[config.mk]
export PLATFORM = sky130hd
export DESIGN_NAME = snkfr_top
export DESIGN_NICKNAME = d
export VERILOG_FILES = /design/src/pkg/snkfr_pkg.sv /design/src/logic/snkfr_top.sv
export VERILOG_INCLUDE_DIRS = /design/src /design/src/pkg
export SDC_FILE = /design/constraint.sdc
export NUM_CORES = 1
export LEC_CHECK = 0
export BUFFER_PORTS_ARGS = -buffer_cell sky130_fd_sc_hd__buf_2
export CAP_MARGIN = 25
export CELL_PAD_IN_SITES_DETAIL_PLACEMENT = 1
export CELL_PAD_IN_SITES_GLOBAL_PLACEMENT = 1
export CORE_UTILIZATION = 40
export DETAILED_ROUTE_END_ITERATION = 10
export GPL_ROUTABILITY_DRIVEN = 0
export HOLD_SLACK_MARGIN = 0.12
export PLACE_DENSITY = 0.74
export SYNTH_ARGS = -nofsm -noshare
export SYNTH_HDL_FRONTEND = slang
export SYNTH_SLANG_ARGS = --single-unit
[constraint.sdc]
create_clock -name aclk -period 4.5 [get_ports aclk]
set_clock_uncertainty 0.15 [all_clocks]
set_input_delay 0.9 -clock aclk [delete_from_list [all_inputs] [get_ports aclk]]
set_output_delay 0.9 -clock aclk [all_outputs]
set_load 0.03 [all_outputs]
[src/pkg/snkfr_regs.svh]
// register offsets, fields, reset values and limits of the sink framing block
`ifndef SNKFR_REGS_SVH
`define SNKFR_REGS_SVH
`define SNKFR_CTRL_OFF 8'h00
`define SNKFR_CAL_OFF 8'h04
`define SNKFR_THR_OFF 8'h08
`define SNKFR_STAT_OFF 8'h0c
`define SNKFR_INT_OFF 8'h10
`define SNKFR_MASK_OFF 8'h14
`define SNKFR_CTRL_RST 32'h0000_1100
`define SNKFR_CAL_RST 32'h0000_0000
`define SNKFR_THR_RST 32'h0010_0008
`define SNKFR_EN_BIT 0
`define SNKFR_ERRLIM_LSB 4
`define SNKFR_TRAIN_LSB 8
`define SNKFR_MODE_LSB 12
`define SNKFR_REP_LSB 0
`define SNKFR_LEN_LSB 16
`define SNKFR_SET_LSB 0
`define SNKFR_CLR_LSB 16
`define SNKFR_TRAIN_WORDS 4'd10
`define SNKFR_LEVEL_MAX 10'd508
`define SNKFR_LEVEL_MIN 10'd1
`define SNKFR_INT_UNFRAME 0
`define SNKFR_INT_FRAME 1
`define SNKFR_INT_NFULL 2
`define SNKFR_INT_PARITY 3
`define SNKFR_NINT 4
`endif

[src/pkg/snkfr_pkg.sv]
// types shared by the sink framing block
package snkfr_pkg;
  // one word seen on the receive link
  typedef struct packed {
    logic valid;
    logic ctrl;
    logic training;
    logic parity_err;
    logic [15:0] data;
  } snkfr_word_t;
  // flow control reactions
  typedef enum logic [1:0] {
    SNKFR_REACT_UNFRAME = 2'h0,
    SNKFR_REACT_SATISFIED = 2'h1,
    SNKFR_REACT_NORMAL = 2'h2,
    SNKFR_REACT_NORMAL2 = 2'h3
  } snkfr_react_t;
  // status channel sequencer
  typedef enum logic [1:0] {
    SNKFR_ST_FRAME,
    SNKFR_ST_CAL,
    SNKFR_ST_PARITY
  } snkfr_stat_t;
endpackage

[src/logic/snkfr_top.sv]
// sink framing, flow control and status calendar with axi4-lite registers
`timescale 1ns/1ps
`include "snkfr_regs.svh"
module snkfr_top import snkfr_pkg::*; (
  input wire logic aclk,
  input wire logic aresetn,
  input wire logic [7:0] s_axi_awaddr,
  input wire logic s_axi_awvalid,
  output logic s_axi_awready,
  input wire logic [31:0] s_axi_wdata,
  input wire logic [3:0] s_axi_wstrb,
  input wire logic s_axi_wvalid,
  output logic s_axi_wready,
  output logic [1:0] s_axi_bresp,
  output logic s_axi_bvalid,
  input wire logic s_axi_bready,
  input wire logic [7:0] s_axi_araddr,
  input wire logic s_axi_arvalid,
  output logic s_axi_arready,
  output logic [31:0] s_axi_rdata,
  output logic [1:0] s_axi_rresp,
  output logic s_axi_rvalid,
  input wire logic s_axi_rready,
  input wire logic data_link_clock,
  input wire snkfr_word_t link_word,
  input wire logic status_write_clock,
  input wire logic [1:0] channel_status,
  input wire logic [9:0] fifo_free_level,
  output snkfr_word_t accepted_word,
  output logic receiver_unframed,
  output logic receive_fifo_nearly_full_n,
  output logic [8:0] calendar_slot,
  output logic [1:0] status_channel_out,
  output logic irq
);
  // registers
  logic [31:0] ctrl_r, cal_r, thr_r;
  logic [`SNKFR_NINT-1:0] int_stat_r, int_mask_r, int_set;
  logic [7:0] aw_addr_r;
  logic [31:0] w_data_r;
  logic [3:0] w_strb_r;
  logic aw_have_r, w_have_r;

  // axi write channel: address and data taken in either order
  always_ff @(posedge aclk) begin
    if (!aresetn) begin
      aw_have_r <= 1'b0;
      w_have_r <= 1'b0;
      s_axi_awready <= 1'b0;
      s_axi_wready <= 1'b0;
      s_axi_bvalid <= 1'b0;
      s_axi_bresp <= 2'h0;
      aw_addr_r <= 8'h00;
      w_data_r <= 32'h0000_0000;
      w_strb_r <= 4'h0;
    end else begin
      s_axi_awready <= !aw_have_r && !s_axi_bvalid &&
        !(s_axi_awvalid && s_axi_awready);
      s_axi_wready <= !w_have_r && !s_axi_bvalid &&
        !(s_axi_wvalid && s_axi_wready);
      if (s_axi_awvalid && s_axi_awready) begin
        aw_have_r <= 1'b1;
        aw_addr_r <= s_axi_awaddr;
      end
      if (s_axi_wvalid && s_axi_wready) begin
        w_have_r <= 1'b1;
        w_data_r <= s_axi_wdata;
        w_strb_r <= s_axi_wstrb;
      end
      if (aw_have_r && w_have_r && !s_axi_bvalid) begin
        aw_have_r <= 1'b0;
        w_have_r <= 1'b0;
        s_axi_bvalid <= 1'b1;
        s_axi_bresp <= (aw_addr_r > `SNKFR_MASK_OFF ||
          aw_addr_r[1:0] != 2'h0) ? 2'h2 : 2'h0;
      end else if (s_axi_bvalid && s_axi_bready) begin
        s_axi_bvalid <= 1'b0;
      end
    end
  end

  logic wr_go;
  assign wr_go = aw_have_r && w_have_r && !s_axi_bvalid;

  // merge write data into a register by byte strobes
  function automatic logic [31:0] merge(input logic [31:0] old,
    input logic [31:0] nw, input logic [3:0] st);
    logic [31:0] res;
    res = old;
    for (int i = 0; i < 4; i++) begin
      if (st[i]) begin
        res[i*8 +: 8] = nw[i*8 +: 8];
      end
    end
    return res;
  endfunction

  // configuration registers written by software
  always_ff @(posedge aclk) begin
    if (!aresetn) begin
      ctrl_r <= `SNKFR_CTRL_RST;
      cal_r <= `SNKFR_CAL_RST;
      thr_r <= `SNKFR_THR_RST;
      int_mask_r <= '0;
    end else if (wr_go) begin
      case (aw_addr_r)
        `SNKFR_CTRL_OFF: ctrl_r <= merge(ctrl_r, w_data_r, w_strb_r);
        `SNKFR_CAL_OFF: cal_r <= merge(cal_r, w_data_r, w_strb_r);
        `SNKFR_THR_OFF: thr_r <= merge(thr_r, w_data_r, w_strb_r);
        `SNKFR_MASK_OFF: int_mask_r <= w_data_r[`SNKFR_NINT-1:0];
        default: ;
      endcase
    end
  end

  // effective settings, zero or out of range forced to legal values
  logic enable;
  logic [3:0] err_limit, train_need;
  snkfr_react_t react;
  logic [9:0] set_raw, clr_raw, set_lvl, clr_lvl;
  assign enable = ctrl_r[`SNKFR_EN_BIT];
  assign err_limit = (ctrl_r[`SNKFR_ERRLIM_LSB +: 4] == 4'h0) ? 4'h1 :
    ctrl_r[`SNKFR_ERRLIM_LSB +: 4];
  assign train_need = (ctrl_r[`SNKFR_TRAIN_LSB +: 4] == 4'h0) ? 4'h1 :
    ctrl_r[`SNKFR_TRAIN_LSB +: 4];
  assign react = snkfr_react_t'(ctrl_r[`SNKFR_MODE_LSB +: 2]);
  assign set_raw = {1'b0, thr_r[`SNKFR_SET_LSB +: 9]};
  assign clr_raw = {1'b0, thr_r[`SNKFR_CLR_LSB +: 9]};
  assign set_lvl = (set_raw < `SNKFR_LEVEL_MIN) ? `SNKFR_LEVEL_MIN :
    (set_raw > `SNKFR_LEVEL_MAX) ? `SNKFR_LEVEL_MAX : set_raw;
  assign clr_lvl = (clr_raw < set_lvl) ? set_lvl :
    (clr_raw > `SNKFR_LEVEL_MAX) ? `SNKFR_LEVEL_MAX : clr_raw;

  // two-flop synchronisers for link clocks and the link word
  logic [1:0] dclk_s, sclk_s;
  logic dclk_d, sclk_d;
  snkfr_word_t word_s1, word_s2;
  always_ff @(posedge aclk) begin
    if (!aresetn) begin
      dclk_s <= 2'h0;
      sclk_s <= 2'h0;
      dclk_d <= 1'b0;
      sclk_d <= 1'b0;
      word_s1 <= '0;
      word_s2 <= '0;
    end else begin
      dclk_s <= {dclk_s[0], data_link_clock};
      sclk_s <= {sclk_s[0], status_write_clock};
      dclk_d <= dclk_s[1];
      sclk_d <= sclk_s[1];
      word_s1 <= link_word;
      word_s2 <= word_s1;
    end
  end
  logic dclk_rise, sclk_rise;
  assign dclk_rise = dclk_s[1] && !dclk_d;
  assign sclk_rise = sclk_s[1] && !sclk_d;

  // framing: training pattern hunt and parity error run
  logic oof_r;
  logic [3:0] run_r, pat_r, perr_r;
  logic in_data_r;
  logic nf_r;
  snkfr_word_t w;
  assign w = word_s2;
  always_ff @(posedge aclk) begin
    if (!aresetn || !enable) begin
      oof_r <= 1'b1;
      run_r <= 4'h0;
      pat_r <= 4'h0;
      perr_r <= 4'h0;
      in_data_r <= 1'b0;
    end else if (dclk_rise && w.valid) begin
      if (!w.training) begin
        run_r <= 4'h0;
        pat_r <= 4'h0;
        in_data_r <= 1'b0;
      end else if (w.ctrl == in_data_r) begin
        // ten control words then ten data words, any slip restarts
        run_r <= w.ctrl ? 4'h1 : 4'h0;
        pat_r <= 4'h0;
        in_data_r <= 1'b0;
      end else if (run_r == `SNKFR_TRAIN_WORDS - 4'h1) begin
        run_r <= 4'h0;
        in_data_r <= !in_data_r;
        if (in_data_r) begin
          pat_r <= pat_r + 4'h1;
          if (oof_r && pat_r + 4'h1 >= train_need) begin
            oof_r <= 1'b0;
            perr_r <= 4'h0;
          end
        end
      end else begin
        run_r <= run_r + 4'h1;
      end
      if (!oof_r && w.ctrl && !w.training) begin
        if (w.parity_err) begin
          perr_r <= perr_r + 4'h1;
          if (perr_r + 4'h1 >= err_limit) begin
            oof_r <= 1'b1;
          end
        end else begin
          perr_r <= 4'h0;
        end
      end
    end
  end

  // accept data only in frame; receiver_unframed as seen outside
  logic unframed_nxt;
  assign unframed_nxt = oof_r ||
    (!nf_r && react == SNKFR_REACT_UNFRAME);
  always_ff @(posedge aclk) begin
    if (!aresetn) begin
      accepted_word <= '0;
      receiver_unframed <= 1'b1;
    end else begin
      receiver_unframed <= unframed_nxt;
      accepted_word <= '0;
      if (dclk_rise && w.valid && !w.ctrl && !w.training &&
        !unframed_nxt) begin
        accepted_word <= w;
      end
    end
  end

  // nearly full with hysteresis between set and clear levels
  always_ff @(posedge aclk) begin
    if (!aresetn) begin
      nf_r <= 1'b1;
    end else if (nf_r && fifo_free_level <= set_lvl) begin
      nf_r <= 1'b0;
    end else if (!nf_r && fifo_free_level >= clr_lvl) begin
      nf_r <= 1'b1;
    end
  end
  assign receive_fifo_nearly_full_n = nf_r;

  // calendar settings captured on status write clock edges while disabled
  logic [7:0] cal_rep_r;
  logic [8:0] cal_len_r;
  always_ff @(posedge aclk) begin
    if (!aresetn) begin
      cal_rep_r <= 8'h00;
      cal_len_r <= 9'h000;
    end else if (sclk_rise && !enable) begin
      cal_rep_r <= cal_r[`SNKFR_REP_LSB +: 8];
      cal_len_r <= cal_r[`SNKFR_LEN_LSB +: 9];
    end
  end

  // status channel: framing, calendar passes, then parity
  snkfr_stat_t st_r;
  logic [7:0] rep_r;
  logic [1:0] dip_r, slot_val;
  always_comb begin
    slot_val = channel_status;
    if (!nf_r && react == SNKFR_REACT_SATISFIED) begin
      slot_val = 2'h2;
    end
  end
  always_ff @(posedge aclk) begin
    if (!aresetn) begin
      st_r <= SNKFR_ST_FRAME;
      rep_r <= 8'h00;
      calendar_slot <= 9'h000;
      dip_r <= 2'h3;
      status_channel_out <= 2'h3;
    end else if (sclk_rise) begin
      if (unframed_nxt || !enable) begin
        st_r <= SNKFR_ST_FRAME;
        status_channel_out <= 2'h3;
      end else begin
        case (st_r)
          SNKFR_ST_FRAME: begin
            status_channel_out <= 2'h3;
            st_r <= SNKFR_ST_CAL;
            rep_r <= 8'h00;
            calendar_slot <= 9'h000;
            dip_r <= 2'h3;
          end
          SNKFR_ST_CAL: begin
            status_channel_out <= slot_val;
            dip_r <= dip_r ^ slot_val;
            if (calendar_slot == cal_len_r) begin
              calendar_slot <= 9'h000;
              if (rep_r == cal_rep_r) begin
                st_r <= SNKFR_ST_PARITY;
              end else begin
                rep_r <= rep_r + 8'h01;
              end
            end else begin
              calendar_slot <= calendar_slot + 9'h001;
            end
          end
          SNKFR_ST_PARITY: begin
            status_channel_out <= dip_r;
            st_r <= SNKFR_ST_FRAME;
          end
          default: st_r <= SNKFR_ST_FRAME;
        endcase
      end
    end
  end

  // sticky interrupt status, write one to clear, set wins
  logic oof_d, nf_d, perr_evt;
  always_ff @(posedge aclk) begin
    if (!aresetn) begin
      oof_d <= 1'b1;
      nf_d <= 1'b1;
    end else begin
      oof_d <= unframed_nxt;
      nf_d <= nf_r;
    end
  end
  assign perr_evt = dclk_rise && w.valid && w.ctrl && !w.training &&
    w.parity_err && !oof_r && enable;
  always_comb begin
    int_set = '0;
    int_set[`SNKFR_INT_UNFRAME] = unframed_nxt && !oof_d;
    int_set[`SNKFR_INT_FRAME] = !unframed_nxt && oof_d;
    int_set[`SNKFR_INT_NFULL] = !nf_r && nf_d;
    int_set[`SNKFR_INT_PARITY] = perr_evt;
  end
  always_ff @(posedge aclk) begin
    if (!aresetn) begin
      int_stat_r <= '0;
      irq <= 1'b0;
    end else begin
      if (wr_go && aw_addr_r == `SNKFR_INT_OFF) begin
        int_stat_r <= (int_stat_r & ~w_data_r[`SNKFR_NINT-1:0]) | int_set;
      end else begin
        int_stat_r <= int_stat_r | int_set;
      end
      irq <= |(int_stat_r & int_mask_r);
    end
  end

  // axi read channel, one cycle to answer
  always_ff @(posedge aclk) begin
    if (!aresetn) begin
      s_axi_arready <= 1'b0;
      s_axi_rvalid <= 1'b0;
      s_axi_rdata <= 32'h0000_0000;
      s_axi_rresp <= 2'h0;
    end else begin
      s_axi_arready <= !s_axi_rvalid && !(s_axi_arvalid && s_axi_arready);
      if (s_axi_arvalid && s_axi_arready) begin
        s_axi_rvalid <= 1'b1;
        s_axi_rresp <= 2'h0;
        case (s_axi_araddr)
          `SNKFR_CTRL_OFF: s_axi_rdata <= ctrl_r;
          `SNKFR_CAL_OFF: s_axi_rdata <= cal_r;
          `SNKFR_THR_OFF: s_axi_rdata <= thr_r;
          `SNKFR_STAT_OFF: s_axi_rdata <= {24'h000000, perr_r, 2'h0,
            !nf_r, unframed_nxt};
          `SNKFR_INT_OFF: s_axi_rdata <= {28'h0000000, int_stat_r};
          `SNKFR_MASK_OFF: s_axi_rdata <= {28'h0000000, int_mask_r};
          default: begin
            s_axi_rdata <= 32'h0000_0000;
            s_axi_rresp <= 2'h2;
          end
        endcase
      end else if (s_axi_rvalid && s_axi_rready) begin
        s_axi_rvalid <= 1'b0;
      end
    end
  end
endmodule // snkfr_top

# == Word-level counts from Yosys, hierarchy flattened ==
# Index checks and enable logic that the tools add are counted.
# totals
register_bits,315
inputBits,93
out_inout_bits,75
word_cells,259
# classes
n_addsub,5
order_cmp,9
eq_ne,23
muxes,55
n_bitwise,8
n_reduce_logical,97
# op_table
op,count
case mux 32 bit (6 select lines),1
two-way mux 4 bit,17
two-way mux 9 bit,5
AND reduction 3 bit,15
logical AND 1 bit,35
"== test 8 x 5 -> 1 bit, second input constant",4
"== test 8 x 4 -> 1 bit, second input constant",3
"> comparator 9 bit, second input constant",2
zero test 1 bit,18
two-way mux 1 bit,18
case mux 9 bit (2 select lines),1
nonzero test 2 bit,9
"== test 8 x 3 -> 1 bit, second input constant",2
zero test 8 bit,2
two-way mux 8 bit,2
case mux 8 bit (2 select lines),1
two-way mux 2 bit,7
"adder 4 x 1 -> 4 bit, second input constant",3
>= comparator 10 x 9 -> 1 bit,1
less-or-equal comparator 10 x 9 -> 1 bit,1
"adder 9 x 1 -> 9 bit, second input constant",1
== test 9 bit,1
"< comparator 9 x 1 -> 1 bit, second input constant",1
< comparator 9 bit,1
other kinds (29),46

# == Depth between registers and ports, before layout ==
# depth
depth_word,12
mapped_depth,17
depth_no_buf,16

# == Worst setup path after synthesis ==
# Ideal clock, no wire load.
# synth_timing
path_type,reg2reg
start,register thr_r[8]
end,register nf_r (netlist: receive_fifo_nearly_full_n)
setup_time_ps,136
arrival_ps,2914
required_ps,4214
setup_slack_ps,1300
path_stages_with_launch,17
n_path_buf,1
synth_period_minus_slack_ps,3200
path_cell_list,dfxtp_1 > inv_2 > or4_4 > nand2_1 > ha_1 > a21oi_1 > nor2_1 > a211oi_1 > o211ai_2 > buf_6 > mux2i_1 > ha_1 > a2111oi_0 > o21ai_0 > o2111ai_1 > a211o_1 > nand3_1
# synth_between
elab_chain_len,8
word_cells_on_any_way,12
cone_classes,order compare: 5; mux: 4; reduce/logical: 3
# synth_rtl
element,line,rtl
start: declaration,snkfr_top.sv:37,"logic [31:0] ctrl_r, cal_r, thr_r;"
start signal: assignment,snkfr_top.sv:103,thr_r <= `SNKFR_THR_RST;
start signal: assignment,snkfr_top.sv:109,"`SNKFR_THR_OFF: thr_r <= merge(thr_r, w_data_r, w_strb_r);"
> comparator 9 bit (no line),-,
two-way mux 9 bit,snkfr_top.sv:130,(set_raw > `SNKFR_LEVEL_MAX) ? `SNKFR_LEVEL_MAX : set_raw;
two-way mux 9 bit (*),snkfr_top.sv:129,assign set_lvl = (set_raw < `SNKFR_LEVEL_MIN) ? `SNKFR_LEVEL_MIN :
< comparator 9 bit,snkfr_top.sv:131,assign clr_lvl = (clr_raw < set_lvl) ? set_lvl :
two-way mux 9 bit,snkfr_top.sv:131,
>= comparator 10 x 9 -> 1 bit,snkfr_top.sv:233,end else if (!nf_r && fifo_free_level >= clr_lvl) begin
logical AND 1 bit,snkfr_top.sv:233,
nonzero test 2 bit (no line),-,
end signal: assignment,snkfr_top.sv:230,nf_r <= 1'b1;
end signal: assignment,snkfr_top.sv:232,nf_r <= 1'b0;
end signal: assignment,snkfr_top.sv:234,nf_r <= 1'b1;
end: declaration,snkfr_top.sv:163,logic nf_r;
# Every way passes the cells marked *; elsewhere a longest branch is shown, timed or not.
# A chain may end at the register's enable or synchronous reset.

# == Worst setup path in the final report ==
# layout_timing
start,register thr_r[2]
end,register nf_r (netlist: receive_fifo_nearly_full_n)
# Same word-level chain as after synthesis.

==> results.toml <==
[status]
status = "finished, final reports clean"

[floorplan]
coreArea_mm2 = 0.0327
dieWidth_um = 185
io-pin-count = 168
row_count = 66
die_h_um = 185
design.die.area_mm2 = 0.0342
start_util_pct = 40.9

[detailed_routing]
post-route-drc-count = 0
route.met2.wl_um = 17000
top_layer = "met4"
via_per_inst = 5.15
drt_pass1_iterations = 5
detail_route.wl_per_cell_um = 18.0
vias = 10300
drtIter0Drc = 446
wl_met1_um = 16800
postRouteAntennaNets = 0
postRouteWirelength_um = 36000
met3_length_um = 1400

[sta]
hold_viol = 0
layout_min_cycle_time_ns = 3.98
setup_tns_ns = 0
setup_viol = 0
rsz0062_at_grt = "false"
drv_slew = 0
tightest_slew_ns = 1.03
slew-limit-headroom_pct = 31.3
max_clock_freq_mhz = 251
period_share_pct = 88.5

[pwr]
p_per_area_mw_per_mm2 = 378
p_leak_nw = 6.25
ir_worst_vdd_uv = 242
fin_total_pwr_mw = 5.92

[finish]
area_growth_pct = 17.0
fin_nets = 1675
insertedDiodeCount = 0
utilization_pct = 47.9
drive_gt1_share_pct = 17.0

[logic_synthesis]
synth_cell_types = 71
synth_xor_area_share_pct = 2.36
synth_edf_count = 0
synth_top_family_by_area = "simple AND/OR/NAND/NOR gates"
ys_async_sr_fraction_pct = 0
synth-simple-area-share_pct = 21.6
synth_compound_area_share_pct = 11.4
synth_warnings = 0
synth-seq-cells = 313
syn_avg_cell_area_um2 = 9.62
synth_mux_area_share_pct = 10.5
ys.flop_type = "dfxtp_1"
synth-seq-area-share_pct = 46.8
syn_area_mm2 = 0.0134
netlist_instances = 1392
synthAdderAreaFrac_pct = 4.21

[worst_setup_path]
r2r-end = "receive_fifo_nearly_full_n"
critPathCaptureType = "flip-flop"
ff2ff_path_depth = 15
r2r_slack_ns = 0.52
worst-path-max-fanout = 9
path_class = "flip-flop to flip-flop"
critical_path.startpoint_type = "flip-flop"
cp.required_ns = 4.72
r2r_start = "thr_r[2]"
arrival_ns = 4.21

[clock_network]
clkTransAtPathRegs_ns = 0.06
clock-sinks = 313
postCtsResizedCells = 0
cts-htree-levels = 2
cts_setup_buffers = 0
cts_hold_buf = 0
clk_path_buf_depth = 3
cts_root_buffer = "clkbuf_16"
insertion_delay_ns = 0.54
numCtsBuffers = 36
cts_tree = "built"

[place]
portBuffers = 165
hpwlAfterDp_um = 25600

[worst_hold_path]
hp-class = "flip-flop to flip-flop"
hold_path_end = "accepted_word[9]"
holdPathStages = 1
hp-start = "w[9]"

[global_route]
grt-ovfl-total = 0
grt_pass1_wl_um = 57800
grt_max_degree = 163
grt_use_total_pct = 21.4
grt_pass1_vias = 10700
antenna_found_initial = 0

[run]
max_cap_viol_count = 0
[cells by family (layout without fill, tap and decap cells)]
| logic type | count (synthesis) | after routing |
|---|---|---|
| compound gates | 219 | 219 |
| xor+xnor | 36 | 36 |
| fa+ha+maj | 45 | 45 |
| buf+inv | 95 | 258 |
| flops | 313 | 313 |
| mux | 140 | 140 |
| other cells | 1 | 4 |
| simple gates | 543 | 543 |
[registers in the layout, summed over array words and instances (netlist names), 2 cells and up]
| register | cells |
|---|---|
| accepted_word | 20 |
| w | 20 |
| st_r | 2 |
| int_mask_r | 4 |
| aw_addr_r | 8 |
| word_s1 | 20 |
| calendar_slot | 9 |
| cal_len_r | 9 |
| s_axi_rdata | 32 |
| dip_r | 2 |
| rep_r | 8 |
| sclk_s | 2 |
| cal_r | 32 |
| dclk_s | 2 |
| pat_r | 4 |
| cal_rep_r | 8 |
| status_channel_out | 2 |
| ctrl_r | 32 |
| w_strb_r | 4 |
| perr_r | 4 |
| w_data_r | 32 |
| run_r | 4 |
| thr_r | 32 |
| int_stat_r | 4 |
[layer usage]
| layer | track usage, % | vias up |
|---|---|---|
| li1 | - | 5045 |
| met1 | 28.1 | 5044 |
| met2 | 36.2 | 165 |
| met3 | 3.62 | 44 |
| met4 | 5.19 | 0 |
| met5 | 0 | - |
[synthesized netlist by cell type (all sizes together) (2+ instances only)]
master   count  area share (%)
o2111ai      2            0.13
a21o         9            0.51
mux2         3            0.25
a2111oi      2            0.13
inv         25            0.70
xnor2       21             1.4
mux2i      137              10
nor3b        3            0.21
o21a         6            0.34
nor2b      108             5.0
o221a        2            0.17
or2          2           0.093
a22oi        9            0.54
and4         2            0.13
a222oi       2            0.15
nand4       20             1.0
and3b        4            0.26
o31ai        2            0.11
nor2        54             1.7
nand3b       4            0.22
a21boi      66             3.7
dfxtp      313              47
a211oi       3            0.17
nor4         9            0.67
and2        69             3.2
o21ai       57             2.1
a31o         2            0.13
nand2      203             5.7
nor3        17            0.83
nand2b      12            0.58
clkbuf      50             1.4
buf         20             1.0
a21oi       19            0.74
a221oi       4            0.26
nand3       22             1.0
o211ai       2            0.15
xor2        15            0.98
a22o        28             1.8
and3         9            0.42
ha          45             4.2
[worst max-delay path by stage]
stage	cells past startpoint	slack, ns	startpoint	endpoint
floorplan	16	1.30	thr_r[8]	receive_fifo_nearly_full_n
global placement	15	0.80	thr_r[2]	receive_fifo_nearly_full_n
detailed placement	15	0.60	thr_r[2]	receive_fifo_nearly_full_n
CTS	15	0.56	thr_r[2]	receive_fifo_nearly_full_n
global route	15	0.28	thr_r[2]	receive_fifo_nearly_full_n
finish	15	0.52	thr_r[2]	receive_fifo_nearly_full_n
[cell usage in the layout, fill, tap and decap left out, types with 6 or more instances in the layout]
cell       netlist  final
a21boi_0        66     66
nand2_1        203    202
nand4_1         19     19
nand3_1         17     17
o21ai_0         55     55
a21oi_1         18     18
ha_1            45     45
o21a_1           6      6
dfxtp_1        313    313
xor2_1          15     15
clkbuf_16        0     36
a22oi_1          8      8
a21o_1           8      8
and2_1          68     68
xnor2_1         21     21
nor2_1          50     50
buf_4            9      9
buf_2            8    164
and3_1           9      9
clkbuf_1        49      6
inv_1           24     24
a22o_1          28     28
nor2b_1        108    107
nor3_1          13     13
mux2i_1        137    137
nand2b_1        11     11
[through the flow]
step	area, um^2	setup slack (ns)	instances	hold WS, ns
finish	15700	0.518	2000	0.273
global route	15700	0.281	2000	0.288
CTS	15600	0.562	1999	0.277
detailed placement	14500	0.602	1940	0.264
global placement	14500	0.802	1940	0.257
floorplan	13400	1.30	1395	0.256
[power breakdown]
part	total [mW]	switching (mW)	leakage, nW	internal (mW)
registers	2.86	0.0385	2.54	2.82
logic	0.278	0.166	3.17	0.111
clock network	2.79	1.17	0.546	1.62
[worst max-delay path, cell delays in order, from the launching register on]
cell and delay (ns):
dfxtp_1 0.41, inv_1 0.12, or4_4 0.53, nand2_1 0.14, ha_1 0.16, a21oi_1 0.06, nor2_1 0.11, a211oi_1 0.07
o211ai_2 0.53, mux2i_1 0.31, ha_1 0.28, a2111oi_0 0.41, o21ai_0 0.19, o2111ai_1 0.14, a211o_1 0.16, nand3_1 0.07
[layout make-up]
class	count	area, um^2
Clock buffer	47	992
Fill cell	3759	17000
Clock inverter	12	124
Inverter	25	93.8
Sequential cell	313	6270
Tap cell	442	553
Multi-Input combinational cell	987	6720
Timing Repair Buffer	174	908
No activity file was read; power rests on OpenSTA's default activity.
